## config.mk

```make
export PLATFORM = sky130hd
export DESIGN_NAME = adcpc_pin_ctrl
export DESIGN_NICKNAME = d
export VERILOG_FILES = /design/src/include/adcpc_pkg.sv /design/src/logic/adcpc_pin_ctrl.sv
export VERILOG_INCLUDE_DIRS = /design/src /design/src/include
export SDC_FILE = /design/constraint.sdc
export NUM_CORES = 1
export LEC_CHECK = 0
export ABC_AREA = 1
export BUFFER_PORTS_ARGS = -buffer_cell sky130_fd_sc_hd__buf_2
export CAP_MARGIN = 20
export CORE_ASPECT_RATIO = 0.8
export CORE_MARGIN = 5
export CORE_UTILIZATION = 42
export CTS_BUF_LIST = sky130_fd_sc_hd__clkbuf_8
export DETAILED_ROUTE_END_ITERATION = 7
export PLACE_DENSITY = 0.95
export SLEW_MARGIN = 20
export SYNTH_ARGS = -nofsm -noshare
export SYNTH_HDL_FRONTEND = slang
export SYNTH_SLANG_ARGS = --single-unit
export TNS_END_PERCENT = 5
```

## constraint.sdc

```tcl
create_clock -name core_clk_i -period 1.85 [get_ports core_clk_i]
set_input_delay 0.37 -clock core_clk_i [delete_from_list [all_inputs] [get_ports core_clk_i]]
set_output_delay 0.37 -clock core_clk_i [all_outputs]
set_load 0.01 [all_outputs]
```

## src/include/adcpc_defs.svh

```systemverilog
// Offsets, bit positions and reset values of the pin control block
`ifndef ADCPC_DEFS_SVH
`define ADCPC_DEFS_SVH
`define ADCPC_OFS_CTRL 8'h00
`define ADCPC_OFS_STAT 8'h04
`define ADCPC_BIT_SEQ  23
`define ADCPC_BIT_IRQ  21
`define ADCPC_BIT_POL  20
`define ADCPC_ST_CONV  0
`define ADCPC_ST_RAW   1
`define ADCPC_ST_INT   2
`define ADCPC_ST_PDOWN 3
`define ADCPC_ST_SEQLO 4
`define ADCPC_CTRL_RST 3'h0
`define ADCPC_WORD_ZERO 32'h00000000
`endif

```

## src/include/adcpc_pkg.sv

```systemverilog
// Types shared by the pin control block
package adcpc_pkg;
  // Conversion tracking state
  typedef enum logic [0:0] {
    ADCPC_IDLE = 1'b0,
    ADCPC_CONV = 1'b1
  } adcpc_state_t;
  // Control bits held by software
  typedef struct packed {
    logic seq;
    logic irq;
    logic pol;
  } adcpc_ctrl_t;
endpackage

```

## src/logic/adcpc_pin_ctrl.sv

```systemverilog
// Pin level control of the six channel converter toward its host
`timescale 1ns/100ps
`include "adcpc_defs.svh"
// Behaviour
// RQ1: lane two enabled by its select input
// RQ2: host holds lane one select high
// RQ3: busy high from start to latch
// RQ4: sequential mode pulses busy low per pair
// RQ5: interrupt held until result is read
// RQ6: polarity bit inverts busy/interrupt output
// RQ7: parallel interface only while select low
// RQ8: frame sync falling edge starts frame
// RQ9: data driven only while read low
// RQ10: hardware mode rising edge starts pair three
// RQ11: early fall powers pair three down
// RQ12: software mode start only when sequential
// RQ13: low data bits word mode only
// RQ14: interface select picks parallel or serial
module adcpc_pin_ctrl (
  input  wire logic        core_clk_i,              // 250 MHz core clock
  input  wire logic        rst_i,                   // Synchronous reset, active high
  input  wire logic [7:0]  reg_addr_i,              // Register byte address
  input  wire logic [31:0] reg_wdata_i,             // Register write data
  input  wire logic        reg_wr_i,                // Write strobe
  input  wire logic        reg_rd_i,                // Read strobe
  output logic      [31:0] reg_rdata_o,             // Read data, cycle after strobe
  input  wire logic        interface_select_i,      // Low parallel, high serial
  input  wire logic        pin_or_register_mode_i,  // Low hardware, high software
  input  wire logic        word_mode_n_i,           // Low word mode, high byte mode
  input  wire logic        select_or_frame_sync_i,  // Chip select or frame sync
  input  wire logic        read_n_i,                // Read input, active low
  input  wire logic        start_pair_three_i,      // Pair three convert start
  input  wire logic        conv_start_i,            // Start from the other start pins
  input  wire logic        pair_done_i,             // One pair finished converting
  input  wire logic        all_latched_i,           // All six results latched
  input  wire logic        cclk_tick_i,             // One per conversion clock period
  input  wire logic        data_bit_one_i,          // Bit 1 in, or lane two select
  input  wire logic        data_bit_zero_i,         // Bit 0 in, or lane one select
  input  wire logic [1:0]  result_low_i,            // Low result bits from output reg
  output logic             serial_out_lane_one_en_o,// Lane one driven
  output logic             serial_out_lane_two_en_o,// Lane two driven
  output logic             busy_int_o,              // Busy or interrupt pin
  output logic             par_active_o,            // Parallel interface enabled
  output logic             frame_start_o,           // Pulse, frame transfer begins
  output logic             data_oe_o,               // Parallel data enable
  output logic [1:0]       data_low_o,              // Bits 1 and 0 driven out
  output logic             data_low_oe_o,           // Enable of bits 1 and 0
  output logic             pair_three_start_o,      // Pulse, pair three starts
  output logic             pair_three_pdown_o       // Pair three partial power-down
);

  adcpc_pkg::adcpc_state_t state_q, state_d;   // Conversion tracking
  adcpc_pkg::adcpc_ctrl_t  ctrl_q, ctrl_d;     // Software control bits
  logic        raw_q, raw_d;                   // Active level before polarity
  logic        int_q, int_d;                   // Interrupt pending
  logic        seqlo_q, seqlo_d;               // Sequential low pulse running
  logic        p3busy_q, p3busy_d;             // Pair three converting
  logic        pdown_q, pdown_d;               // Pair three powered down
  logic        start3_prev_q;                  // Last start pin level
  logic        fs_prev_q;                      // Last chip select level
  logic        rd_prev_q;                      // Last read level
  logic [31:0] rdata_d;                        // Next read data
  logic        start3_rise;                    // Start pin rising
  logic        start3_take;                    // Start pin accepted
  logic        frame_fall;                     // Frame sync falling
  logic        result_read;                    // Host fetched a result
  logic        serial;                         // Serial interface chosen
  logic        oe_d;                           // Next parallel data enable

  // Decodes a register address against one offset
  function automatic logic hit(input logic [7:0] a, input logic [7:0] ofs);
    hit = (a == ofs);
  endfunction

  // Edges and mode decode
  always_comb
  begin
    serial      = interface_select_i;
    start3_rise = start_pair_three_i & ~start3_prev_q;
    // Hardware mode always, software mode only when sequential
    start3_take = start3_rise & (~pin_or_register_mode_i | ctrl_q.seq);  // see RQ10 see RQ12
    frame_fall  = serial & fs_prev_q & ~select_or_frame_sync_i;          // see RQ8
    // Parallel read edge counts only with the interface enabled
    result_read = serial ? frame_fall
                         : (~select_or_frame_sync_i & rd_prev_q & ~read_n_i);
    oe_d        = ~serial & ~select_or_frame_sync_i & ~read_n_i;         // see RQ7 see RQ9
  end

  // Conversion, busy and interrupt next state
  always_comb
  begin
    state_d  = state_q;
    seqlo_d  = seqlo_q;
    int_d    = int_q;
    p3busy_d = p3busy_q;
    pdown_d  = pdown_q;
    unique case (state_q)
      adcpc_pkg::ADCPC_IDLE:
      begin
        // New start only once the last one has fully latched
        if (conv_start_i | start3_take)
        begin
          state_d = adcpc_pkg::ADCPC_CONV;
        end
      end
      adcpc_pkg::ADCPC_CONV:
      begin
        if (all_latched_i)
        begin
          state_d = adcpc_pkg::ADCPC_IDLE;
        end
      end
    endcase
    // Low pulse lasts until the next conversion clock tick
    if (seqlo_q & cclk_tick_i)
    begin
      seqlo_d = 1'b0;
    end
    if (ctrl_q.seq & (state_q == adcpc_pkg::ADCPC_CONV) & pair_done_i & ~all_latched_i)
    begin
      seqlo_d = 1'b1;                                                    // see RQ4
    end
    if (state_q == adcpc_pkg::ADCPC_IDLE)
    begin
      seqlo_d = 1'b0;
    end
    // Read clears, a new completion in the same cycle wins
    if (result_read)
    begin
      int_d = 1'b0;
    end
    if ((state_q == adcpc_pkg::ADCPC_CONV) & all_latched_i)
    begin
      int_d = 1'b1;                                                      // see RQ5
    end
    // Pair three tracking and early release of its start pin
    if (p3busy_q & (pair_done_i | all_latched_i))
    begin
      p3busy_d = 1'b0;
    end
    if (p3busy_q & ~start_pair_three_i)
    begin
      pdown_d  = 1'b1;                                                   // see RQ11
      p3busy_d = 1'b0;
    end
    if (start3_take & (state_q == adcpc_pkg::ADCPC_IDLE))
    begin
      p3busy_d = 1'b1;
      pdown_d  = 1'b0;
    end
    // Busy in busy mode, pending flag in interrupt mode
    if (ctrl_q.irq)
    begin
      raw_d = int_d;
    end
    else
    begin
      raw_d = (state_d == adcpc_pkg::ADCPC_CONV) & ~seqlo_d;             // see RQ3
    end
  end

  // Register writes and read data
  always_comb
  begin
    ctrl_d  = ctrl_q;
    rdata_d = `ADCPC_WORD_ZERO;
    if (reg_wr_i & hit(reg_addr_i, `ADCPC_OFS_CTRL))
    begin
      ctrl_d.seq = reg_wdata_i[`ADCPC_BIT_SEQ];
      ctrl_d.irq = reg_wdata_i[`ADCPC_BIT_IRQ];
      ctrl_d.pol = reg_wdata_i[`ADCPC_BIT_POL];
    end
    if (reg_rd_i & hit(reg_addr_i, `ADCPC_OFS_CTRL))
    begin
      rdata_d[`ADCPC_BIT_SEQ] = ctrl_q.seq;
      rdata_d[`ADCPC_BIT_IRQ] = ctrl_q.irq;
      rdata_d[`ADCPC_BIT_POL] = ctrl_q.pol;
    end
    else if (reg_rd_i & hit(reg_addr_i, `ADCPC_OFS_STAT))
    begin
      rdata_d[`ADCPC_ST_CONV]  = (state_q == adcpc_pkg::ADCPC_CONV);
      rdata_d[`ADCPC_ST_RAW]   = raw_q;
      rdata_d[`ADCPC_ST_INT]   = int_q;
      rdata_d[`ADCPC_ST_PDOWN] = pdown_q;
      rdata_d[`ADCPC_ST_SEQLO] = seqlo_q;
    end
    // Unmapped addresses read as zero
  end

  // State registers and registered pins
  always_ff @(posedge core_clk_i)
  begin
    if (rst_i)
    begin
      state_q                  <= adcpc_pkg::ADCPC_IDLE;
      ctrl_q                   <= `ADCPC_CTRL_RST;
      raw_q                    <= 1'b0;
      int_q                    <= 1'b0;
      seqlo_q                  <= 1'b0;
      p3busy_q                 <= 1'b0;
      pdown_q                  <= 1'b0;
      start3_prev_q            <= 1'b0;
      fs_prev_q                <= 1'b1;
      rd_prev_q                <= 1'b1;
      reg_rdata_o              <= `ADCPC_WORD_ZERO;
      serial_out_lane_one_en_o <= 1'b0;
      serial_out_lane_two_en_o <= 1'b0;
      busy_int_o               <= 1'b0;
      par_active_o             <= 1'b0;
      frame_start_o            <= 1'b0;
      data_oe_o                <= 1'b0;
      data_low_o               <= 2'h0;
      data_low_oe_o            <= 1'b0;
      pair_three_start_o       <= 1'b0;
      pair_three_pdown_o       <= 1'b0;
    end
    else
    begin
      state_q                  <= state_d;
      ctrl_q                   <= ctrl_d;
      raw_q                    <= raw_d;
      int_q                    <= int_d;
      seqlo_q                  <= seqlo_d;
      p3busy_q                 <= p3busy_d;
      pdown_q                  <= pdown_d;
      start3_prev_q            <= start_pair_three_i;
      fs_prev_q                <= select_or_frame_sync_i;
      rd_prev_q                <= read_n_i;
      reg_rdata_o              <= rdata_d;
      // Lane one relies on the host holding its select high
      serial_out_lane_one_en_o <= serial & data_bit_zero_i;              // see RQ2
      serial_out_lane_two_en_o <= serial & data_bit_one_i;               // see RQ1
      busy_int_o               <= raw_d ^ ctrl_d.pol;                    // see RQ6
      par_active_o             <= ~serial & ~select_or_frame_sync_i;     // see RQ7 see RQ14
      frame_start_o            <= frame_fall;                            // see RQ8
      data_oe_o                <= oe_d;                                  // see RQ9
      // In byte mode these pins are straps, never driven
      data_low_o               <= result_low_i;
      data_low_oe_o            <= oe_d & ~word_mode_n_i;                 // see RQ13
      pair_three_start_o       <= start3_take & (state_q == adcpc_pkg::ADCPC_IDLE);
      pair_three_pdown_o       <= pdown_d;                               // see RQ11
    end
  end
endmodule

```

Word-level counts from Yosys, hierarchy flattened
Cells that the tools add are included.
{"block": "word_totals", "in_bits": 58, "word_cells": 83, "output_inout_bits": 43, "register_bits": 54}
{"block": "op_classes", "muxes": 14, "eq_ne": 1, "bitwise": 39, "n_reduce_logical": 5}
{"operator": "$and 1x1->1", "count": 23}
{"operator": "$mux 1", "count": 13}
{"operator": "$not 1->1", "count": 12}
{"operator": "$eq 8x3->1 const B", "count": 1}
{"operator": "$logic_not 8->1", "count": 1}
{"operator": "$reduce_or 2->1", "count": 2}
{"operator": "$or 1x1->1", "count": 3}
{"operator": "$reduce_bool 3->1", "count": 1}
{"operator": "$reduce_or 3->1", "count": 1}
{"operator": "$pmux 1 s2", "count": 1}
{"operator": "$xor 1x1->1", "count": 1}

Logic depth before layout (Yosys ltp)
Gate-level depths: netlist (run 1).
{"block": "depth", "word_depth": 9, "mapped_depth": 10, "depth_no_buf": 10}

Worst setup path before layout (run 1)
No wires, ideal clock.
{"block": "synth_path", "kind": "in2reg", "start": "in rst_i", "end": "reg reg_rdata_o[0]", "t_required_ns": 1.783, "path_buffers": 1, "stages": 6, "arrival_ns": 1.045, "setup_ns": 0.067, "setup_slack_ns": 0.738, "path_cell_list": "buf_2 -> clkinv_2 -> nand3_1 -> nor4_2 -> nand3_1 -> nor2_1"}
{"block": "synth_via", "elab_chain_len": 1}
{"item": "start, declared", "line": "adcpc_pin_ctrl.sv:21", "rtl": "input wire logic rst_i,"}
{"item": "$reduce_or 3->1 (no source line)"}
{"item": "end signal, assigned", "line": "adcpc_pin_ctrl.sv:205", "rtl": "reg_rdata_o <= `ADCPC_WORD_ZERO;"}
{"item": "end signal, assigned", "line": "adcpc_pin_ctrl.sv:229", "rtl": "reg_rdata_o <= rdata_d;"}
{"item": "end, declared", "line": "adcpc_pin_ctrl.sv:26", "rtl": "output logic [31:0] reg_rdata_o,"}
No other way between the ends.
A chain may end at the register's enable or synchronous reset.

Final worst setup path (run 1)
{"block": "layout_path", "start": "reg state_q", "end": "reg busy_int_o"}
{"block": "layout_via", "elab_chain_len": 9, "elab_cells_between_ends": 13, "classes_between": "mux (5); bitwise (8)"}
{"item": "start, declared", "line": "adcpc_pin_ctrl.sv:52", "rtl": "adcpc_pkg::adcpc_state_t state_q, state_d;"}
{"item": "start signal, assigned", "line": "adcpc_pin_ctrl.sv:195", "rtl": "state_q <= adcpc_pkg::ADCPC_IDLE;"}
{"item": "start signal, assigned", "line": "adcpc_pin_ctrl.sv:219", "rtl": "state_q <= state_d;"}
{"item": "$and 1x1->1 (3 in series)", "line": "adcpc_pin_ctrl.sv:119", "rtl": "if (ctrl_q.seq & (state_q == adcpc_pkg::ADCPC_CONV) & pair_done_i & ~all_latched_i)"}
{"item": "$mux 1", "line": "adcpc_pin_ctrl.sv:119"}
{"item": "$mux 1", "line": "adcpc_pin_ctrl.sv:123", "rtl": "if (state_q == adcpc_pkg::ADCPC_IDLE)"}
{"item": "$not 1->1", "line": "adcpc_pin_ctrl.sv:158", "rtl": "raw_d = (state_d == adcpc_pkg::ADCPC_CONV) & ~seqlo_d;"}
{"item": "$and 1x1->1", "line": "adcpc_pin_ctrl.sv:158"}
{"item": "$mux 1 (*)", "line": "adcpc_pin_ctrl.sv:152", "rtl": "if (ctrl_q.irq)"}
{"item": "$xor 1x1->1 (*)", "line": "adcpc_pin_ctrl.sv:233", "rtl": "busy_int_o <= raw_d ^ ctrl_d.pol;"}
{"item": "end signal, assigned", "line": "adcpc_pin_ctrl.sv:233"}
{"item": "end, declared", "line": "adcpc_pin_ctrl.sv:42", "rtl": "output logic busy_int_o,"}
Mark *: on every way between the ends. The rest lies on a longest branch, timed or not.

==> implementation parameters, run 1 <==
Parameter                              Value

Outcome
  Result of the run ... finished, final reports clean

Synthesis
  Number of synthesized register bits ... 30
  Sequential share of the synthesized area ... 0.4984
  Combined area of all synthesized cells ... between 0.001 and 0.0015 sq mm
  Mean area per synthesized cell ... 7.980 sq um
  Syn Inst Count ... around 150
  Count of distinct cell types in the synthesized netlist ... 17
  Number of warnings reported in the yosys synthesis log ... 0

Route
  Length of the first detailed-routing pass in iterations ... 4
  Routed vias ... ~990
  Final WL ... between 2000 and 3000 microns
  Routed metal-1 wire length ... between 800 and 900 microns
  Number of antenna-violating nets in the routed design ... 0
  Per-cell routed wire length ... approximately 10 microns
  DR WL met2 ... ~1300 microns
  Top routing layer in use ... met4
  Number of remaining DRC errors ... 0
  Post-detailed-route via-to-cell ratio ... ~4.1
  Number of DRC markers after the initial detailed-route iteration ... 67
  Met3 WL ... between 200 and 300 microns

Cells and area
  Largest reg by FF count ... reg_rdata_o
  Commonest cells after routing, fill and taps aside ... sky130_fd_sc_hd__buf_2, sky130_fd_sc_hd__dfxtp_1, sky130_fd_sc_hd__nor2_1
  Max reg flops ... 8
  Most common library cell in the layout ignoring fill and taps ... sky130_fd_sc_hd__buf_2
  # nets final ... 260
  Area growth from synthesis to layout ... 21.29%
  Count of antenna diodes in the layout ... 0
  Leading registers by flop count ... reg_rdata_o x8, ctrl_q x3, data_low_o x2
  Layout cell share with drive strength beyond 1 ... 0.3020

Clock tree
  Number of hold buffers added after cts ... 0
  Clock sinks ... 30
  Number of buffers created by CTS ... 5
  Maximum buffer depth of the clock tree ... 2
  # H-tree levels ... 2
  Post-CTS Setup Repair Bufs ... 0
  Gates resized, CTS repair ... 0
  Clk Latency, worst-skew pair ... between 200 and 300 ps
  CTS tree ... done
  Worst-path clk slew ... around 60 ps
  Cell at the root of the clock tree ... sky130_fd_sc_hd__clkbuf_8

Pwr
  Power dissipated by switching net loads ... between 300 and 400 uW
  Maximum vdd ir drop ... roughly 0.37 mV
  Internal power ... about 960 uW
  Part of the power in registers ... 0.534
  Total power divided by cell area ... around 860 mW/mm^2
  Combinational cell fraction of total power ... 0.101
  Leak Pwr ... 0.0007812 uW
  Switching Fraction ... 0.2405
  Relative contribution of the clock network to total power ... 0.365

STA
  Clock skew ... 4.220 ps
  Fin Setup TNS ... 0 ps
  Final count of pins violating max slew ... 0
  Time the final worst path needs with I/O delays and setup ... 1217 ps
  Top achievable clock speed ... between 0.8 and 0.9 GHz
  Worst hold-check slack ... around 250 ps
  Endpoints failing hold ... 0
  Setup Viol. Count Final ... 0
  Final worst-path cycle share ... 0.6579
  RSZ-0062 raised after global routing ... no

Setup path
  Crit Path Max Fanout ... 5
  R2r endpoint ... busy_int_o
  Most numerous cell on the critical path ... sky130_fd_sc_hd__nand2_1
  Data arrival time at the worst-slack endpoint ... 1380 ps
  Buffers and inverters on the worst path ... 1
  Critical path launch point type ... flop
  End point of the critical path ... busy_int_o
  Crit end category ... flop
  Launch point of the critical path ... state_q
  Setup slack of the worst register-to-register path ... ~630 ps
  Required time worst endpoint ... ~2000 ps
  Type of the worst setup path ... reg2reg
  Crit-path slowest cell ... sky130_fd_sc_hd__dfxtp_1
  Delay contributed by the slowest stage of the critical path ... roughly 350 ps
  Critical Path Stages ... 8
  Ordered list of cells on the worst path ... nor2_1 -> nand3_1 -> nand2_1 -> nand3_1 -> nand2_1 -> inv_1 -> nand2_1 -> nand2_1
  Number of cell instances on the worst register-to-register path ... 8
  Worst flop-to-flop path startpoint ... state_q
  Critical path's top delay family ... simple AND/OR/NAND/NOR gates

Placement
  Detailed Place HPWL ... between 2000 and 2500 microns
  Gpl congestion ... slightly above 0.7
  Count of buffers inserted at the top-level ports ... 47

Floorplan
  Count of pins on the block boundary ... 101
  Cell Rows ... 17
  Die W ... 69.89 microns
  Core footprint ... between 0.002 and 0.003 sq mm
  Effective utilization at floorplan ... 0.4357
  Die Outline Area ... 0.004047 sq mm
  Die H ... between 50 and 60 microns

Min path
  Worst Hold Depth ... 2
  Worst hold path class ... in2reg

Flow run
  Reported max-cap violation count ... 0

Global routing
  First-pass GRT wire length ... a little over 4000 microns
  Maximum number of pins on one net before global-route repair ... 17
  GRT Total Usage ... 0.1308
  Total grt overflow ... 0
  Initial antenna violation count ... 0
  Via count of the first global-routing pass ... around 950
-- per-stage QoR --
step	cells	instance area (sq um)	setup slack (ps)	power (uW)	util
final	240	1461	632.9	1263	0.5285
after global placement	233	1385	481.2	810.0	0.5009
after floorplan	174	1291	738.4	797.4	-
after CTS	240	1461	650.8	1283	0.5285
after detailed placement	233	1385	452.2	815.3	0.5009
after global routing	240	1461	499.9	1327	0.5285
-- worst min path at each step --
stage | to | slack (ps) | start
floorplan | reg_rdata_o[1] | 390 | raw_q
global placement | reg_rdata_o[1] | 400 | raw_q
detailed placement | reg_rdata_o[1] | 410 | raw_q
CTS | data_low_oe_o | 240 | word_mode_n_i
global route | data_low_oe_o | 250 | word_mode_n_i
finish | data_low_oe_o | 250 | word_mode_n_i
-- layout make-up --
class / count / area (sq um)
Clock inverter: 2 / 7.507
Fill cell: 275 / 1304
Sequential cell: 30 / 600.6
Timing Repair Buffer: 47 / 235.2
Inverter: 19 / 72.57
Tap cell: 38 / 47.55
Multi-Input combinational cell: 99 / 429.2
Clock buffer: 5 / 68.82
-- synthesized netlist by cell type --
cell	instances	area (sq um)
sky130_fd_sc_hd__nand3_1	11	55.05
sky130_fd_sc_hd__nor2_2	3	18.77
sky130_fd_sc_hd__clkinv_2	1	5.000
sky130_fd_sc_hd__nor3_1	1	5.000
sky130_fd_sc_hd__nor2_1	26	97.59
sky130_fd_sc_hd__buf_2	1	5.000
sky130_fd_sc_hd__nor4_2	1	12.51
sky130_fd_sc_hd__buf_1	1	3.750
sky130_fd_sc_hd__o21ai_1	3	15.01
sky130_fd_sc_hd__nand2_2	3	18.77
sky130_fd_sc_hd__buf_4	24	180.2
sky130_fd_sc_hd__conb_1	1	3.750
sky130_fd_sc_hd__nor2_4	1	11.26
sky130_fd_sc_hd__inv_1	18	67.56
sky130_fd_sc_hd__dfxtp_1	30	600.6
sky130_fd_sc_hd__a21oi_1	6	30.03
sky130_fd_sc_hd__nand2_1	20	75.07
-- kinds of logic (layout without fill, tap and decap cells) --
kind of cell / after synthesis / after routing / synth area share
compound gates: 9 / 9 / 0.03738
buf+inv: 45 / 73 / 0.2170
other cells: 1 / 24 / 0.003112
flops: 30 / 30 / 0.4984
simple gates: 66 / 66 / 0.2440
-- metal layers --
metal,vias up,track usage
met4,0,0.09836
li1,509,-
met2,43,0.2301
met1,437,0.1277
met5,-,0
met3,5,0.04679
-- power by group through the flow --
stage	clock network (uW)	registers (uW)	logic, uW
after floorplan	0	693	105
after global placement	0	688	122
after detailed placement	0	689	127
after CTS	480	675	128
after global routing	504	677	146
final	460	675	128
-- worst reg2reg max path, stage by stage (launching register included) --
cell	delay, ps
sky130_fd_sc_hd__dfxtp_1	350
sky130_fd_sc_hd__nor2_1	120
sky130_fd_sc_hd__nand3_1	180
sky130_fd_sc_hd__nand2_1	100
sky130_fd_sc_hd__nand3_1	70
sky130_fd_sc_hd__nand2_1	90
sky130_fd_sc_hd__inv_1	70
sky130_fd_sc_hd__nand2_1	70
sky130_fd_sc_hd__nand2_1	50
Power figures use the tool's default switching activity.
==> run 2, diff against run 1 <==
CORE_UTILIZATION = 35   (was 42)
PLACE_DENSITY = 0.87   (was 0.95)
clock period = 1 ns   (was 1.85 ns; I/O delays follow)
==> run 2 against run 1 <==
Against the previous run: cell area up 11%; die area rose by 17%; critical path depth is the same; total power increased by 99%; the flow now finishes with violations (negative setup slack); largest power group unchanged; sequential power is 85% higher; highest routed layer unchanged; maximum frequency rose by 19%; non-clock buffer count grew 12; via count rose by 4.1%; worst setup slack worse by 650 ps; first-iteration DRC count decreased by 37%; hold slack worse by 150 ps; combinational power rose by 120%.
==> implementation parameters, run 2 (same netlist as run 1, synthesis figures left out) <==
Parameter                              Value

Outcome
  Result of the run ... finished, violations left
  Violated checks ... negative setup slack

Cells and area
  Max reg flops ... 8 (unchanged)
  Final core utilization ... 0.4811 (-0.04741)
  Most common library cell in the layout ignoring fill and taps ... sky130_fd_sc_hd__buf_2
  Count of antenna diodes in the layout ... 0 (unchanged)
  Commonest cells after routing, fill and taps aside ... sky130_fd_sc_hd__buf_2, sky130_fd_sc_hd__dfxtp_1, sky130_fd_sc_hd__nor2_1
  Leading registers by flop count ... reg_rdata_o x8, ctrl_q x3, data_low_o x2
  Area growth from synthesis to layout ... 34.79%
  Layout cell share with drive strength beyond 1 ... 0.4140 (+0.1120)
  Largest reg by FF count ... reg_rdata_o
  # nets final ... 272 (+4.6%)

Route
  Per-cell routed wire length ... 10.36 microns (-0.64%)
  Length of the first detailed-routing pass in iterations ... 4 (unchanged)
  Number of remaining DRC errors ... 0 (unchanged)
  Number of DRC markers after the initial detailed-route iteration ... 42 (-37%)
  Post-detailed-route via-to-cell ratio ... 4.027 (-2.8%)
  Final WL ... 2662 microns (+6.4%)
  Number of antenna-violating nets in the routed design ... 0 (unchanged)
  Routed vias ... 1035 (+4.1%)

Placement
  Pre-CTS setup slack ... -154.0 ps (-606.2 ps)
  Gpl congestion ... 0.8388 (+16%)
  Count of buffers inserted at the top-level ports ... 47 (unchanged)
  Detailed Place HPWL ... 2061 microns (+1.7%)

STA
  Final worst-path cycle share ... 1.021 (+0.3629)
  RSZ-0062 raised after global routing ... yes
  Endpoints failing hold ... 0 (unchanged)
  Time the final worst path needs with I/O delays and setup ... 1021 ps (-196.3 ps)
  Final count of pins violating max slew ... 0 (unchanged)
  Fin Setup TNS ... -20.84 ps (-20.84 ps)
  Setup Viol. Count Final ... 1 (+1)
  Top achievable clock speed ... 0.9796 GHz (+19%)
  Final worst slack ... -20.84 ps (-653.7 ps)
  Clock skew ... 5.114 ps (+0.8936 ps)

Global routing
  First-pass GRT wire length ... 3981 microns (-1.7%)
  Total grt overflow ... 0 (unchanged)
  GRT Total Usage ... 0.1119 (-0.01889)
  Via count of the first global-routing pass ... 952 (+0.74%)
  Initial antenna violation count ... 0 (unchanged)
  Maximum number of pins on one net before global-route repair ... 16 (-1)

Floorplan
  Die H ... 62.48 microns (+7.9%)
  Core footprint ... 0.003376 sq mm (+22%)
  Count of pins on the block boundary ... 101 (unchanged)
  Cell Rows ... 19 (+2)
  Effective utilization at floorplan ... 0.3569 (-0.07882)
  Die W ... 75.60 microns (+8.2%)
  Die Outline Area ... 0.004723 sq mm (+17%)

Setup path
  Ordered list of cells on the worst path ... nor2_4 -> nand3_2 -> nand2_1 -> nand3_2 -> nand2_2 -> inv_2 -> nand2_1 -> nand2_1
  Most numerous cell on the critical path ... sky130_fd_sc_hd__nand2_1
  Delay contributed by the slowest stage of the critical path ... 380 ps (+30 ps)
  Data arrival time at the worst-slack endpoint ... 1190 ps (-190 ps)
  Required time worst endpoint ... 1170 ps (-850 ps)
  Crit end category ... flop
  Crit Path Max Fanout ... 5 (unchanged)
  Critical path launch point type ... flop
  Type of the worst setup path ... reg2reg
  Crit-path slowest cell ... sky130_fd_sc_hd__dfxtp_4

Clock tree
  CTS tree ... done
  Maximum buffer depth of the clock tree ... 2 (unchanged)
  Cell at the root of the clock tree ... sky130_fd_sc_hd__clkbuf_8
  Clock sinks ... 30 (unchanged)
  Clk Latency, worst-skew pair ... 280 ps (about the same)
  Number of buffers created by CTS ... 5 (unchanged)
  Number of hold buffers added after cts ... 0 (unchanged)
  Worst-path clk slew ... 60 ps (about the same)
  # H-tree levels ... 2 (unchanged)

Pwr
  Total power divided by cell area ... 1548 mW/mm^2 (+79%)
  Leak Pwr ... 0.0008606 uW (+10%)
  Switching Fraction ... 0.2471 (+0.006632)
  Power dissipated by switching net loads ... 621.4 uW (+100%)
  Combinational cell fraction of total power ... 0.112 (+0.011)
  Internal power ... 1893 uW (+97%)
  Part of the power in registers ... 0.498 (-0.036)
  Maximum vdd ir drop ... 0.5163 mV (+39%)
  Relative contribution of the clock network to total power ... 0.390 (+0.025)

Min path
  Worst hold path class ... in2reg

Flow run
  Reported max-cap violation count ... 0 (unchanged)
[run 2: cell count changes in the layout (fill, tap and decap cells not counted), sizes merged]
| cell | delta |
|---|---|
| clkbuf | +1 |
| inv | -1 |
| clkinv | +1 |
| buf | +12 |
[run 2: layout make-up]
class / instances / area, sq um
clock buffers: 6 / 82.58
clock inverters: 2 / 8.758
fillers: 346 / 1752
inverters: 19 / 72.57
multi-input cells: 99 / 471.7
flip-flops and latches: 30 / 606.8
well taps: 42 / 52.55
repair buffers: 59 / 329.1
[run 2: through the flow]
step	total power [uW]	cells	hold slack, ps	instance area (sq um)
6_report	2515	257	98.59	1624
5_1_grt	2610	257	99.01	1624
4_1_cts	2518	256	92.87	1583
3_5_place_dp	1531	247	386.1	1465
3_3_place_gp	1525	247	368.3	1465
2_1_floorplan	1475	174	272.4	1291
[run 2: power groups by stage]
stage / Sequential, uW / Clock [uW] / Combinational (uW)
after floorplan: 1280 / 0 / 193
after global placement: 1270 / 0 / 253
after detailed placement: 1270 / 0 / 258
after CTS: 1250 / 1000 / 266
after global routing: 1260 / 1040 / 317
final: 1250 / 980 / 282
[run 2: path summary, 6_finish.rpt]
check	from	endpoint	slack [ps]	cells past startpoint
worst max-delay path	state_q	busy_int_o	-20	8
worst max register to register	state_q	busy_int_o	-20	8
worst min-delay path	word_mode_n_i	data_low_oe_o	100	2
worst min register to register	raw_q	reg_rdata_o[1]	410	2
[run 2: what timing repair did]
| item | CTS | global route |
|---|---|---|
| pin swaps | 5 | 2 |
| endpoints found under the setup margin | 2 | 3 |
| buffers inserted | 1 | 1 |
| resized for setup | 8 | 10 |
[run 2: routing by layer]
metal	part of all wire	up-vias	global-route usage	wire [microns]
li1	-	537	-	-
met1	0.37	454	0.1214	998
met2	0.49	40	0.1810	1310
met3	0.12	4	0.05627	328
met4	0.0094	0	0.04585	25
met5	0	-	0	0
[run 2: worst max-delay path, delay by kind of cell, from the launching register on]
kind	cells	cell delay, ps
AND/OR/NAND/NOR	7	480
flip-flops	1	380
buffers and inverters	1	40
